[src/acd_pkg.sv]
// Package with register map, field layout and encodings of the comparator control block
package acd_pkg;

    // Register indices; byte address is four times the index
    localparam logic [1:0] ACD_IDX_CTRL_STATUS = 2'h0;
    localparam logic [1:0] ACD_IDX_INPUT_SEL   = 2'h1;
    localparam logic [1:0] ACD_IDX_DAC_CTRL    = 2'h2;
    localparam logic [1:0] ACD_IDX_PAD_EN      = 2'h3;
    localparam int         ACD_ADDR_SCALE      = 4;
    localparam logic [11:0] ACD_ADDR_CTRL_STATUS = 12'h000;
    localparam logic [11:0] ACD_ADDR_INPUT_SEL   = 12'h004;
    localparam logic [11:0] ACD_ADDR_DAC_CTRL    = 12'h008;
    localparam logic [11:0] ACD_ADDR_PAD_EN      = 12'h00c;

    // Reset value shared by all four registers
    localparam logic [7:0] ACD_RESET_VALUE = 8'h00;

    // Control and status register fields
    localparam int ACD_CS_ENABLE_BIT = 7;
    localparam int ACD_CS_HYST_BIT   = 6;
    localparam int ACD_CS_FLAG_BIT   = 5;
    localparam int ACD_CS_IRQEN_BIT  = 4;
    localparam int ACD_CS_OUT_BIT    = 3;
    localparam int ACD_CS_OPE_BIT    = 2;
    localparam int ACD_CS_MODE_LSB   = 0;

    // Input select fields
    localparam int ACD_SEL_POS_LSB = 4;
    localparam int ACD_SEL_NEG_LSB = 0;

    // DAC control fields
    localparam int ACD_DAC_EN_BIT   = 7;
    localparam int ACD_DAC_REF_BIT  = 6;
    localparam int ACD_DAC_CODE_LSB = 0;

    // Pad enable field
    localparam int ACD_PAD_LSB = 0;

    // Writable masks; reserved bits stay zero
    localparam logic [7:0] ACD_MASK_CS      = 8'hd7;
    localparam logic [7:0] ACD_MASK_SEL     = 8'h33;
    localparam logic [7:0] ACD_MASK_DAC     = 8'hff;
    localparam logic [7:0] ACD_MASK_PAD     = 8'h07;

    // Input routing codes
    typedef enum logic [1:0] {
        ACD_IN_EXT0 = 2'h0,
        ACD_IN_EXT1 = 2'h1,
        ACD_IN_EXT2 = 2'h2,
        ACD_IN_DAC  = 2'h3
    } acd_input_t;

    // Edge sensitivity codes
    localparam logic [1:0] ACD_MODE_FALL0 = 2'h0;
    localparam logic [1:0] ACD_MODE_RISE  = 2'h1;
    localparam logic [1:0] ACD_MODE_FALL2 = 2'h2;
    localparam logic [1:0] ACD_MODE_BOTH  = 2'h3;

endpackage

[src/acd_comparator_ctrl.sv]
// Register file and event logic of the analog comparator with reference DAC
// Function
// Positive select 00/01/10 routes external input 0/1/2, 11 routes DAC.
// Negative select uses identical coding for the negative comparator input.
// Reserved bits of input select and pad enable read zero, ignore writes.
// DAC control bit 7 turns the reference DAC on or off.
// DAC control bit 6 picks bandgap (0) or analog supply (1).
// Six-bit level code sets DAC output to reference times (code+1)/64.
// Three pad bits each allow one external input pad to drive.
// Edge mode 00 or 10 counts only falling edges.
// Edge mode 01 counts only rising edges.
// Edge mode 11 counts both rising and falling edges.
// Valid edge sets event flag; interrupt raised when enable also set.
// Event flag holds until software writes zero to it.
// Raw comparator output synchronised to bus clock gives status bit.
// In stop mode status bit freezes, updates again after wake.
// In stop mode a valid edge raises a wake interrupt.
// Reset returns default setup with comparator and DAC off.
// Software configures DAC before enabling comparator when DAC feeds it.
// Software selects inputs before enabling, keeps them fixed while on.
// Software writes DAC level before enabling the DAC.
// Software sets pad enable for any selected external input.
// Comparator output reaches pin only while output pin enable set.
// Control bit 7 enables the comparator.
// Control bit 4 enables the comparator interrupt.
// Writing one to the event flag leaves it unchanged.
// Status bit resets to zero and reads zero while comparator disabled.
// Edge found by comparing status with its value one clock earlier.
`timescale 1ns/1ns
`default_nettype none

module acd_comparator_ctrl
    import acd_pkg::*;
(
    input  wire logic        clk_i,
    input  wire logic        sys_rst_i,
    input  wire logic        clk_en_i,
    // APB slave
    input  wire logic        psel_i,
    input  wire logic        penable_i,
    input  wire logic        pwrite_i,
    input  wire logic [11:0] paddr_i,
    input  wire logic [31:0] pwdata_i,
    input  wire logic [3:0]  pstrb_i,
    output logic      [31:0] prdata_o,
    output logic             pready_o,
    output logic             pslverr_o,
    // Power controller
    input  wire logic        stop_mode_i,
    // Analog side
    input  wire logic        raw_compare_out_i,
    output logic             comparator_enable_o,
    output logic             hysteresis_select_o,
    output logic      [1:0]  positive_input_select_o,
    output logic      [1:0]  negative_input_select_o,
    output logic             reference_dac_enable_o,
    output logic             reference_source_select_o,
    output logic      [5:0]  reference_level_code_o,
    output logic      [2:0]  input_pad_enable_o,
    output logic             compare_pin_o,
    output logic             compare_pin_oe_o,
    // Interrupts
    output logic             irq_o,
    output logic             wake_irq_o
);

    // Register storage
    // Status bit 3 is never stored; rebuilt on read
    logic [7:0] cs_reg;
    logic [7:0] sel_reg;
    logic [7:0] dac_reg;
    logic [7:0] pad_reg;

    // Bus phase and answer
    logic        pready_reg;
    logic [31:0] prdata_reg;
    logic        pslverr_reg;

    // Comparator output path
    // Stop-mode watch kept apart from status path
    logic sync1_reg;
    logic sync2_reg;
    logic synced_compare_out_reg;
    logic prev_out_reg;
    logic enabled_prev_reg;
    logic edge_event;
    logic wake_prev_reg;
    logic wake_event;

    // Outputs registered once more
    // Keeps every port straight off a flop
    logic irq_reg;
    logic wake_irq_reg;
    logic pin_reg;
    logic pin_oe_reg;

    // Decoded access strobes
    logic access_done;
    logic wr_done;
    logic addr_hit;
    logic [1:0] addr_idx;
    logic [7:0] wr_byte;
    logic flag_clear;

    // Valid edge test for one pair of samples
    // Modes 00 and 10 share the falling decode
    function automatic logic valid_edge(
        input logic [1:0] mode,
        input logic       prev,
        input logic       cur
    );
        logic rise;
        logic fall;
        rise = ~prev & cur;
        fall = prev & ~cur;
        case (mode)
            ACD_MODE_RISE: valid_edge = rise;
            ACD_MODE_BOTH: valid_edge = rise | fall;
            default:       valid_edge = fall;
        endcase
    endfunction

    // Address decode of a word-aligned register index
    // A miss answers with an error, never a write
    function automatic logic decode_hit(
        input  logic [11:0] addr
    );
        decode_hit = (addr == ACD_ADDR_CTRL_STATUS) ||
                     (addr == ACD_ADDR_INPUT_SEL)   ||
                     (addr == ACD_ADDR_DAC_CTRL)    ||
                     (addr == ACD_ADDR_PAD_EN);
    endfunction

    // Read view of the register selected by index
    // Reserved bits masked here as well as on write
    function automatic logic [7:0] read_view(
        input logic [1:0] idx,
        input logic [7:0] cs,
        input logic [7:0] sel,
        input logic [7:0] dac,
        input logic [7:0] pad,
        input logic       status
    );
        logic [7:0] v;
        v = 8'h00;
        if (idx == ACD_IDX_CTRL_STATUS) begin
            // Flag is not writable but must read back
            v = cs;
            v[ACD_CS_OUT_BIT] = status;
        end else if (idx == ACD_IDX_INPUT_SEL) begin
            v = sel & ACD_MASK_SEL;
        end else if (idx == ACD_IDX_DAC_CTRL) begin
            v = dac & ACD_MASK_DAC;
        end else begin
            v = pad & ACD_MASK_PAD;
        end
        read_view = v;
    endfunction

    // Request decode; a write lands only at the edge that sees pready
    // Only byte lane 0 holds register bits
    always_comb begin
        addr_hit    = decode_hit(paddr_i);
        addr_idx    = paddr_i[3:2];
        access_done = psel_i & penable_i & pready_reg;
        wr_done     = access_done & pwrite_i & addr_hit & pstrb_i[0];
        wr_byte     = pwdata_i[7:0];
        flag_clear  = wr_done && (addr_idx == ACD_IDX_CTRL_STATUS) &&
                      !wr_byte[ACD_CS_FLAG_BIT];
    end

    // One wait state: answer prepared in the first access cycle
    // Read data is a snapshot, steady with pready
    always_ff @(posedge clk_i or posedge sys_rst_i) begin
        if (sys_rst_i) begin
            pready_reg  <= 1'b0;
            prdata_reg  <= 32'h00000000;
            pslverr_reg <= 1'b0;
        end else if (clk_en_i) begin
            if (access_done) begin
                pready_reg  <= 1'b0;
                pslverr_reg <= 1'b0;
            end else if (psel_i && penable_i) begin
                pready_reg  <= 1'b1;
                pslverr_reg <= ~addr_hit;
                prdata_reg  <= {24'h000000, addr_hit ?
                               read_view(addr_idx, cs_reg, sel_reg, dac_reg,
                                         pad_reg, synced_compare_out_reg)
                               : 8'h00};
            end
        end
    end

    // Control and status register; flag set wins over a clear
    // So an edge meeting the clear is never lost
    always_ff @(posedge clk_i or posedge sys_rst_i) begin
        if (sys_rst_i) begin
            cs_reg <= ACD_RESET_VALUE;
        end else if (clk_en_i) begin
            if (wr_done && (addr_idx == ACD_IDX_CTRL_STATUS)) begin
                cs_reg[ACD_CS_ENABLE_BIT] <= wr_byte[ACD_CS_ENABLE_BIT];
                cs_reg[ACD_CS_HYST_BIT]   <= wr_byte[ACD_CS_HYST_BIT];
                cs_reg[ACD_CS_IRQEN_BIT]  <= wr_byte[ACD_CS_IRQEN_BIT];
                cs_reg[ACD_CS_OPE_BIT]    <= wr_byte[ACD_CS_OPE_BIT];
                cs_reg[ACD_CS_MODE_LSB +: 2] <= wr_byte[ACD_CS_MODE_LSB +: 2];
            end
            if (edge_event) begin
                cs_reg[ACD_CS_FLAG_BIT] <= 1'b1;
            end else if (flag_clear) begin
                cs_reg[ACD_CS_FLAG_BIT] <= 1'b0;
            end
        end
    end

    // Input select; reserved bits never stored
    // Changing it while enabled may glitch the output
    always_ff @(posedge clk_i or posedge sys_rst_i) begin
        if (sys_rst_i) begin
            sel_reg <= ACD_RESET_VALUE;
        end else if (clk_en_i) begin
            if (wr_done && (addr_idx == ACD_IDX_INPUT_SEL)) begin
                sel_reg <= wr_byte & ACD_MASK_SEL;
            end
        end
    end

    // DAC control; the level code may be written while the DAC is on
    // The output then needs time to settle
    always_ff @(posedge clk_i or posedge sys_rst_i) begin
        if (sys_rst_i) begin
            dac_reg <= ACD_RESET_VALUE;
        end else if (clk_en_i) begin
            if (wr_done && (addr_idx == ACD_IDX_DAC_CTRL)) begin
                dac_reg <= wr_byte & ACD_MASK_DAC;
            end
        end
    end

    // Pad enables
    // A blocked pad keeps its level off the inputs
    always_ff @(posedge clk_i or posedge sys_rst_i) begin
        if (sys_rst_i) begin
            pad_reg <= ACD_RESET_VALUE;
        end else if (clk_en_i) begin
            if (wr_done && (addr_idx == ACD_IDX_PAD_EN)) begin
                pad_reg <= wr_byte & ACD_MASK_PAD;
            end
        end
    end

    // Two-flop synchroniser for the raw comparator output
    // Only stage two feeds logic; stage one may be metastable
    always_ff @(posedge clk_i or posedge sys_rst_i) begin
        if (sys_rst_i) begin
            sync1_reg <= 1'b0;
            sync2_reg <= 1'b0;
        end else if (clk_en_i) begin
            sync1_reg <= raw_compare_out_i;
            sync2_reg <= sync1_reg;
        end
    end

    // Status bit: zero while disabled, frozen during stop
    // Catches up at the first cycle after stop
    always_ff @(posedge clk_i or posedge sys_rst_i) begin
        if (sys_rst_i) begin
            synced_compare_out_reg <= 1'b0;
        end else if (clk_en_i) begin
            if (!cs_reg[ACD_CS_ENABLE_BIT]) begin
                synced_compare_out_reg <= 1'b0;
            end else if (!stop_mode_i) begin
                synced_compare_out_reg <= sync2_reg;
            end
        end
    end

    // History for edge detection; enable history masks the first enabled cycle only, so the turn-on step still counts
    // The older sample may still be the zero loaded while disabled
    always_ff @(posedge clk_i or posedge sys_rst_i) begin
        if (sys_rst_i) begin
            prev_out_reg     <= 1'b0;
            enabled_prev_reg <= 1'b0;
        end else if (clk_en_i) begin
            prev_out_reg     <= synced_compare_out_reg;
            enabled_prev_reg <= cs_reg[ACD_CS_ENABLE_BIT];
        end
    end

    // Single-cycle valid edge while enabled on both samples
    // Lags the raw output by three clocks
    always_comb begin
        edge_event = cs_reg[ACD_CS_ENABLE_BIT] & enabled_prev_reg &
                     valid_edge(cs_reg[ACD_CS_MODE_LSB +: 2],
                                prev_out_reg, synced_compare_out_reg);
    end

    // Stop-mode edge watch runs on the synchroniser, not the frozen status
    // Own history, so the freeze cannot hide edges
    always_ff @(posedge clk_i or posedge sys_rst_i) begin
        if (sys_rst_i) begin
            wake_prev_reg <= 1'b0;
        end else if (clk_en_i) begin
            wake_prev_reg <= sync2_reg;
        end
    end

    // Wake edge counts only in stop with comparator on
    always_comb begin
        wake_event = stop_mode_i & cs_reg[ACD_CS_ENABLE_BIT] &
                     valid_edge(cs_reg[ACD_CS_MODE_LSB +: 2],
                                wake_prev_reg, sync2_reg);
    end

    // Wake request held until flag cleared; a new edge beats the clear
    // A level, so a sleeping core cannot miss it
    always_ff @(posedge clk_i or posedge sys_rst_i) begin
        if (sys_rst_i) begin
            wake_irq_reg <= 1'b0;
        end else if (clk_en_i) begin
            if (wake_event) begin
                wake_irq_reg <= 1'b1;
            end else if (flag_clear) begin
                wake_irq_reg <= 1'b0;
            end
        end
    end

    // CPU interrupt: flag gated by enable
    // Registered, so it lags the flag by one clock
    always_ff @(posedge clk_i or posedge sys_rst_i) begin
        if (sys_rst_i) begin
            irq_reg <= 1'b0;
        end else if (clk_en_i) begin
            irq_reg <= cs_reg[ACD_CS_FLAG_BIT] & cs_reg[ACD_CS_IRQEN_BIT];
        end
    end

    // Output pin follows status only while the output pin enable bit is set
    // Data and enable share one stage and move together
    always_ff @(posedge clk_i or posedge sys_rst_i) begin
        if (sys_rst_i) begin
            pin_reg    <= 1'b0;
            pin_oe_reg <= 1'b0;
        end else if (clk_en_i) begin
            pin_oe_reg <= cs_reg[ACD_CS_OPE_BIT];
            pin_reg    <= cs_reg[ACD_CS_OPE_BIT] & synced_compare_out_reg;
        end
    end

    // Bus answer
    // All three straight from flip-flops
    assign prdata_o  = prdata_reg;
    assign pready_o  = pready_reg;
    assign pslverr_o = pslverr_reg;

    // Analog controls straight from the register bits
    // No extra stage; the analog side settles anyway
    assign comparator_enable_o       = cs_reg[ACD_CS_ENABLE_BIT];
    assign hysteresis_select_o       = cs_reg[ACD_CS_HYST_BIT];
    assign positive_input_select_o   = sel_reg[ACD_SEL_POS_LSB +: 2];
    assign negative_input_select_o   = sel_reg[ACD_SEL_NEG_LSB +: 2];
    assign reference_dac_enable_o    = dac_reg[ACD_DAC_EN_BIT];
    assign reference_source_select_o = dac_reg[ACD_DAC_REF_BIT];
    assign reference_level_code_o    = dac_reg[ACD_DAC_CODE_LSB +: 6];
    assign input_pad_enable_o        = pad_reg[ACD_PAD_LSB +: 3];

    // Pin and interrupts
    // Registered above, passed out unchanged
    assign compare_pin_o    = pin_reg;
    assign compare_pin_oe_o = pin_oe_reg;
    assign irq_o            = irq_reg;
    assign wake_irq_o       = wake_irq_reg;

endmodule

`default_nettype wire

[config.mk]
export PLATFORM = sky130hd
export DESIGN_NAME = acd_comparator_ctrl
export DESIGN_NICKNAME = d
export VERILOG_FILES = /design/src/acd_pkg.sv /design/src/acd_comparator_ctrl.sv
export SDC_FILE = /design/constraint.sdc
export NUM_CORES = 1
export LEC_CHECK = 0
export ABC_AREA = 1
export BUFFER_PORTS_ARGS = -buffer_cell sky130_fd_sc_hd__buf_2
export CORE_MARGIN = 2
export CORE_UTILIZATION = 23
export DETAILED_ROUTE_END_ITERATION = 10
export HOLD_SLACK_MARGIN = 0.05
export SYNTH_ARGS = -nofsm -noshare
export SYNTH_HDL_FRONTEND = slang
export SYNTH_SLANG_ARGS = --single-unit
[constraint.sdc]
create_clock -name clk_i -period 1.46 [get_ports clk_i]
set_input_delay 0.146 -clock clk_i [delete_from_list [all_inputs] [get_ports clk_i]]
set_output_delay 0.146 -clock clk_i [all_outputs]
set_load 0.02 [all_outputs]
==> out/results.txt <==
CTS Root Cell -> clkbuf_8
Synth top area cells -> dfrtp_1 (46%), nand2_1 (19%), buf_4 (9.2%)
Fraction of registers with async set/reset -> 1.00
Via density -> 4.18
Largest net degree at the start of global routing -> 43
Seq pwr share -> 0.525
Clock tree buffer depth -> 2
Most common cell in the netlist -> nand2_1
WS Path Type -> flip-flop to flip-flop
R2R setup slack -> 0.11 ns
Die width -> 104 um
Multi-input gate area in the final layout -> 0.00102 sq mm
Met1 Resource Use GR -> 0.153
Worst path cell trace -> nand3_1 -> nor2_4 -> buf_12 -> nand4_1 -> nand2_1 -> nand2_1
Routing usage on met2 -> 0.188
Post-Route WL -> 6050 um
Fillcell total -> 1100
P per Cell Area -> 820 mW/mm^2
DRT iter0 DRCs -> 81
Die Area -> 0.0108 sq mm
DR pass1 iterations -> 4
Setup WS post-layout -> 0.111 ns
Critical path's slowest cell -> dfrtp_1
RSZ-0062 raised after global routing -> false
Post-route ant nets -> 0
Routed WL per cell -> 12.5 um
Layout cells sized above 1 -> 0.249
Top_reg_cell synth -> dfrtp_1
P_int -> 0.00165 W
Worst Hold Class -> primary input to flip-flop
I/O pins -> 111
CTS tree -> yes
Core Util, Final -> 0.286
Residual DRC -> 0
Comb power frac -> 0.129
Number of enable flip-flop cells after synthesis -> 0
Critical Path AT -> 1.54 ns
Worst endpoint required time -> 1.66 ns
Setup WS pre-CTS -> 0.112 ns
FF/Latch Area -> 0.00105 sq mm
Max Clock Freq -> 742 MHz
Reg clk slew, reported paths -> 0.08 ns
Sw Pwr -> 0.000628 W
# setup viols final -> 0
Yosys warning count -> 0
R2r startpoint -> pready_o$_DFFE_PP0P_
Total GRT Usage -> 0.117
CTS-repair resized insts -> 0
Post-synth top cells -> nand2_1 (118), dfrtp_1 (42), buf_4 (28)
Post-synth cell types -> 25
First-pass GRT wire length -> 9960 um
Post-Synthesis Cells -> 286
GRT Residual Overflow -> 0
Seq/Total Area, Yosys -> 0.459
Maximum net fanout on the critical path -> 25
CP Capture Point -> sel_reg[0]$_DFFE_PP0P_
Initial Util -> 0.235
Met3 Use GR -> 0.0340
Final setup TNS -> 0 ns
Crit end category -> flip-flop
CTS H-Tree Depth -> 2
Fin crit share -> 0.924
CTS Buf Count -> 5
Number of max-cap violations -> 0
Mapped cell area -> 0.00229 sq mm
Syn Area/Cell -> 8.01 sq um
Lkg Pwr -> 1.58 nW
Net count, final -> 412
Hpwl dp -> 4560 um
Routability-driven placement congestion ratio -> 0.767
Clk_skew -> 0.00982 ns
Worst Setup SP -> pready_o$_DFFE_PP0P_
Tmin final -> 1.35 ns
Max-slew headroom -> 0.629
Vias in the first global route -> 1944
Clock Sinks -> 42
Pins over their slew limit -> 0
CP most frequent cell -> nand2_1
Status -> finished, final reports clean
Worst VDD drop -> 0.000299 V
Chip height -> 104 um
Worst path max stage delay -> 0.36 ns
Vias -> 2030
GRT busiest layer -> met2
Power share of the clock group -> 0.346
I/O Buffers -> 59
Fin. Hold Viols -> 0
CP Launch Type -> flip-flop
Worst R2R Path Depth -> 6
Worst-skew pair later-pin latency -> 0.30 ns
Initial antenna violation count -> 0
Core ar. -> 0.00973 sq mm
Worst-Margin Slew -> 0.556 ns
Synth-to-Final Area Change -> 21.4%
Reg2reg end -> sel_reg[0]$_DFFE_PP0P_
ANT cells -> 0
FP Rows -> 36
Yosys top cell area share -> 0.459
Switching share of power -> 0.275
Yosys reg bits -> 42
Dominant cell type by area after synthesis -> dfrtp_1
how the worst min path moves through the flow:
stage                            from                                 end  cells after the start
final                     stop_mode_i  synced_compare_out_reg$_DFFE_PP0P_                      2
after global routing      stop_mode_i  synced_compare_out_reg$_DFFE_PP0P_                      2
after CTS                 stop_mode_i  synced_compare_out_reg$_DFFE_PP0P_                      2
after detailed placement    sys_rst_i             prdata_o[2]$_DFFE_PP0P_                      3
after global placement      sys_rst_i               sync2_reg$_DFFE_PP0P_                      3
after floorplan           stop_mode_i  synced_compare_out_reg$_DFFE_PP0P_                      1
power by group through the flow:
| stage | combinational [W] | sequential [W] | clock, W |
|---|---|---|---|
| finish | 0.000294 | 0.00120 | 0.000790 |
| detailed placement | 0.000280 | 0.00122 | 0 |
| global route | 0.000328 | 0.00120 | 0.000865 |
| CTS | 0.000284 | 0.00120 | 0.000806 |
| floorplan | 0.000215 | 0.00124 | 0 |
| global placement | 0.000276 | 0.00122 | 0 |
stage by stage:
stage | instances | hold slack (ns) | instance area [sq um] | total power, W
finish | 486 | 0.0864 | 2780 | 0.00228
detailed placement | 475 | 0.326 | 2660 | 0.00150
global route | 486 | 0.0899 | 2780 | 0.00240
CTS | 485 | 0.0878 | 2770 | 0.00229
global placement | 475 | 0.317 | 2660 | 0.00150
floorplan | 309 | 0.260 | 2380 | 0.00145
critical path, delay by kind of cell, from the launching register on:
family | cells | cell delay, ns
flops | 1 | 0.36
buf+inv | 1 | 0.19
simple gates | 5 | 0.68
layout make-up:
cell class                      count  share of cell area
Clock buffer                        7              0.0310
Inverter                           17              0.0229
Multi-Input combinational cell    217               0.367
Timing Repair Buffer               69               0.139
Sequential cell                    42               0.378
Clock inverter                      1             0.00180
Tap cell                          133              0.0598
cells by family (layout without fill, tap and decap cells):
kind of cell / count (synthesis) / after routing / synth area share
other: 1 / 24 / 0.00164
adder cells (fa/ha/maj): 4 / 4 / 0.0218
buffers and inverters: 50 / 94 / 0.133
flip-flops: 42 / 42 / 0.459
AO/OA/AOI/OAI: 12 / 12 / 0.0295
AND/OR/NAND/NOR: 177 / 177 / 0.355
per-layer routing:
metal	share of wire	vias to the layer above	wire, um
met4	0.0097	0	59
li1	-	1012	-
met1	0.47	955	2860
met3	0.056	5	337
met2	0.46	58	2800
met5	0	-	0
placed cells by master, fill, tap and decap left out, drive strengths merged:
| cell | Yosys | layout |
|---|---|---|
| dfrtp | 42 | 42 |
| nor2 | 16 | 16 |
| conb | 1 | 24 |
| nand3 | 11 | 11 |
| dlygate4sd3 | 0 | 2 |
| a21oi | 3 | 3 |
| o32ai | 1 | 1 |
| nand4 | 26 | 26 |
| nand3b | 2 | 2 |
| o21ai | 7 | 7 |
| o2111ai | 1 | 1 |
| clkinv | 0 | 1 |
| ha | 4 | 4 |
| clkbuf | 0 | 7 |
| buf | 33 | 67 |
| nand2 | 119 | 119 |
| or2 | 3 | 3 |
| inv | 17 | 17 |
repair_timing:
item / in CTS / in global routing
buffers inserted: 0 / 1
setup endpoints to repair: 0 / 5
endpoints found under the hold margin: 43 / 0
hold buffers: 2 / 0
No activity file was read; power rests on OpenSTA's default activity.
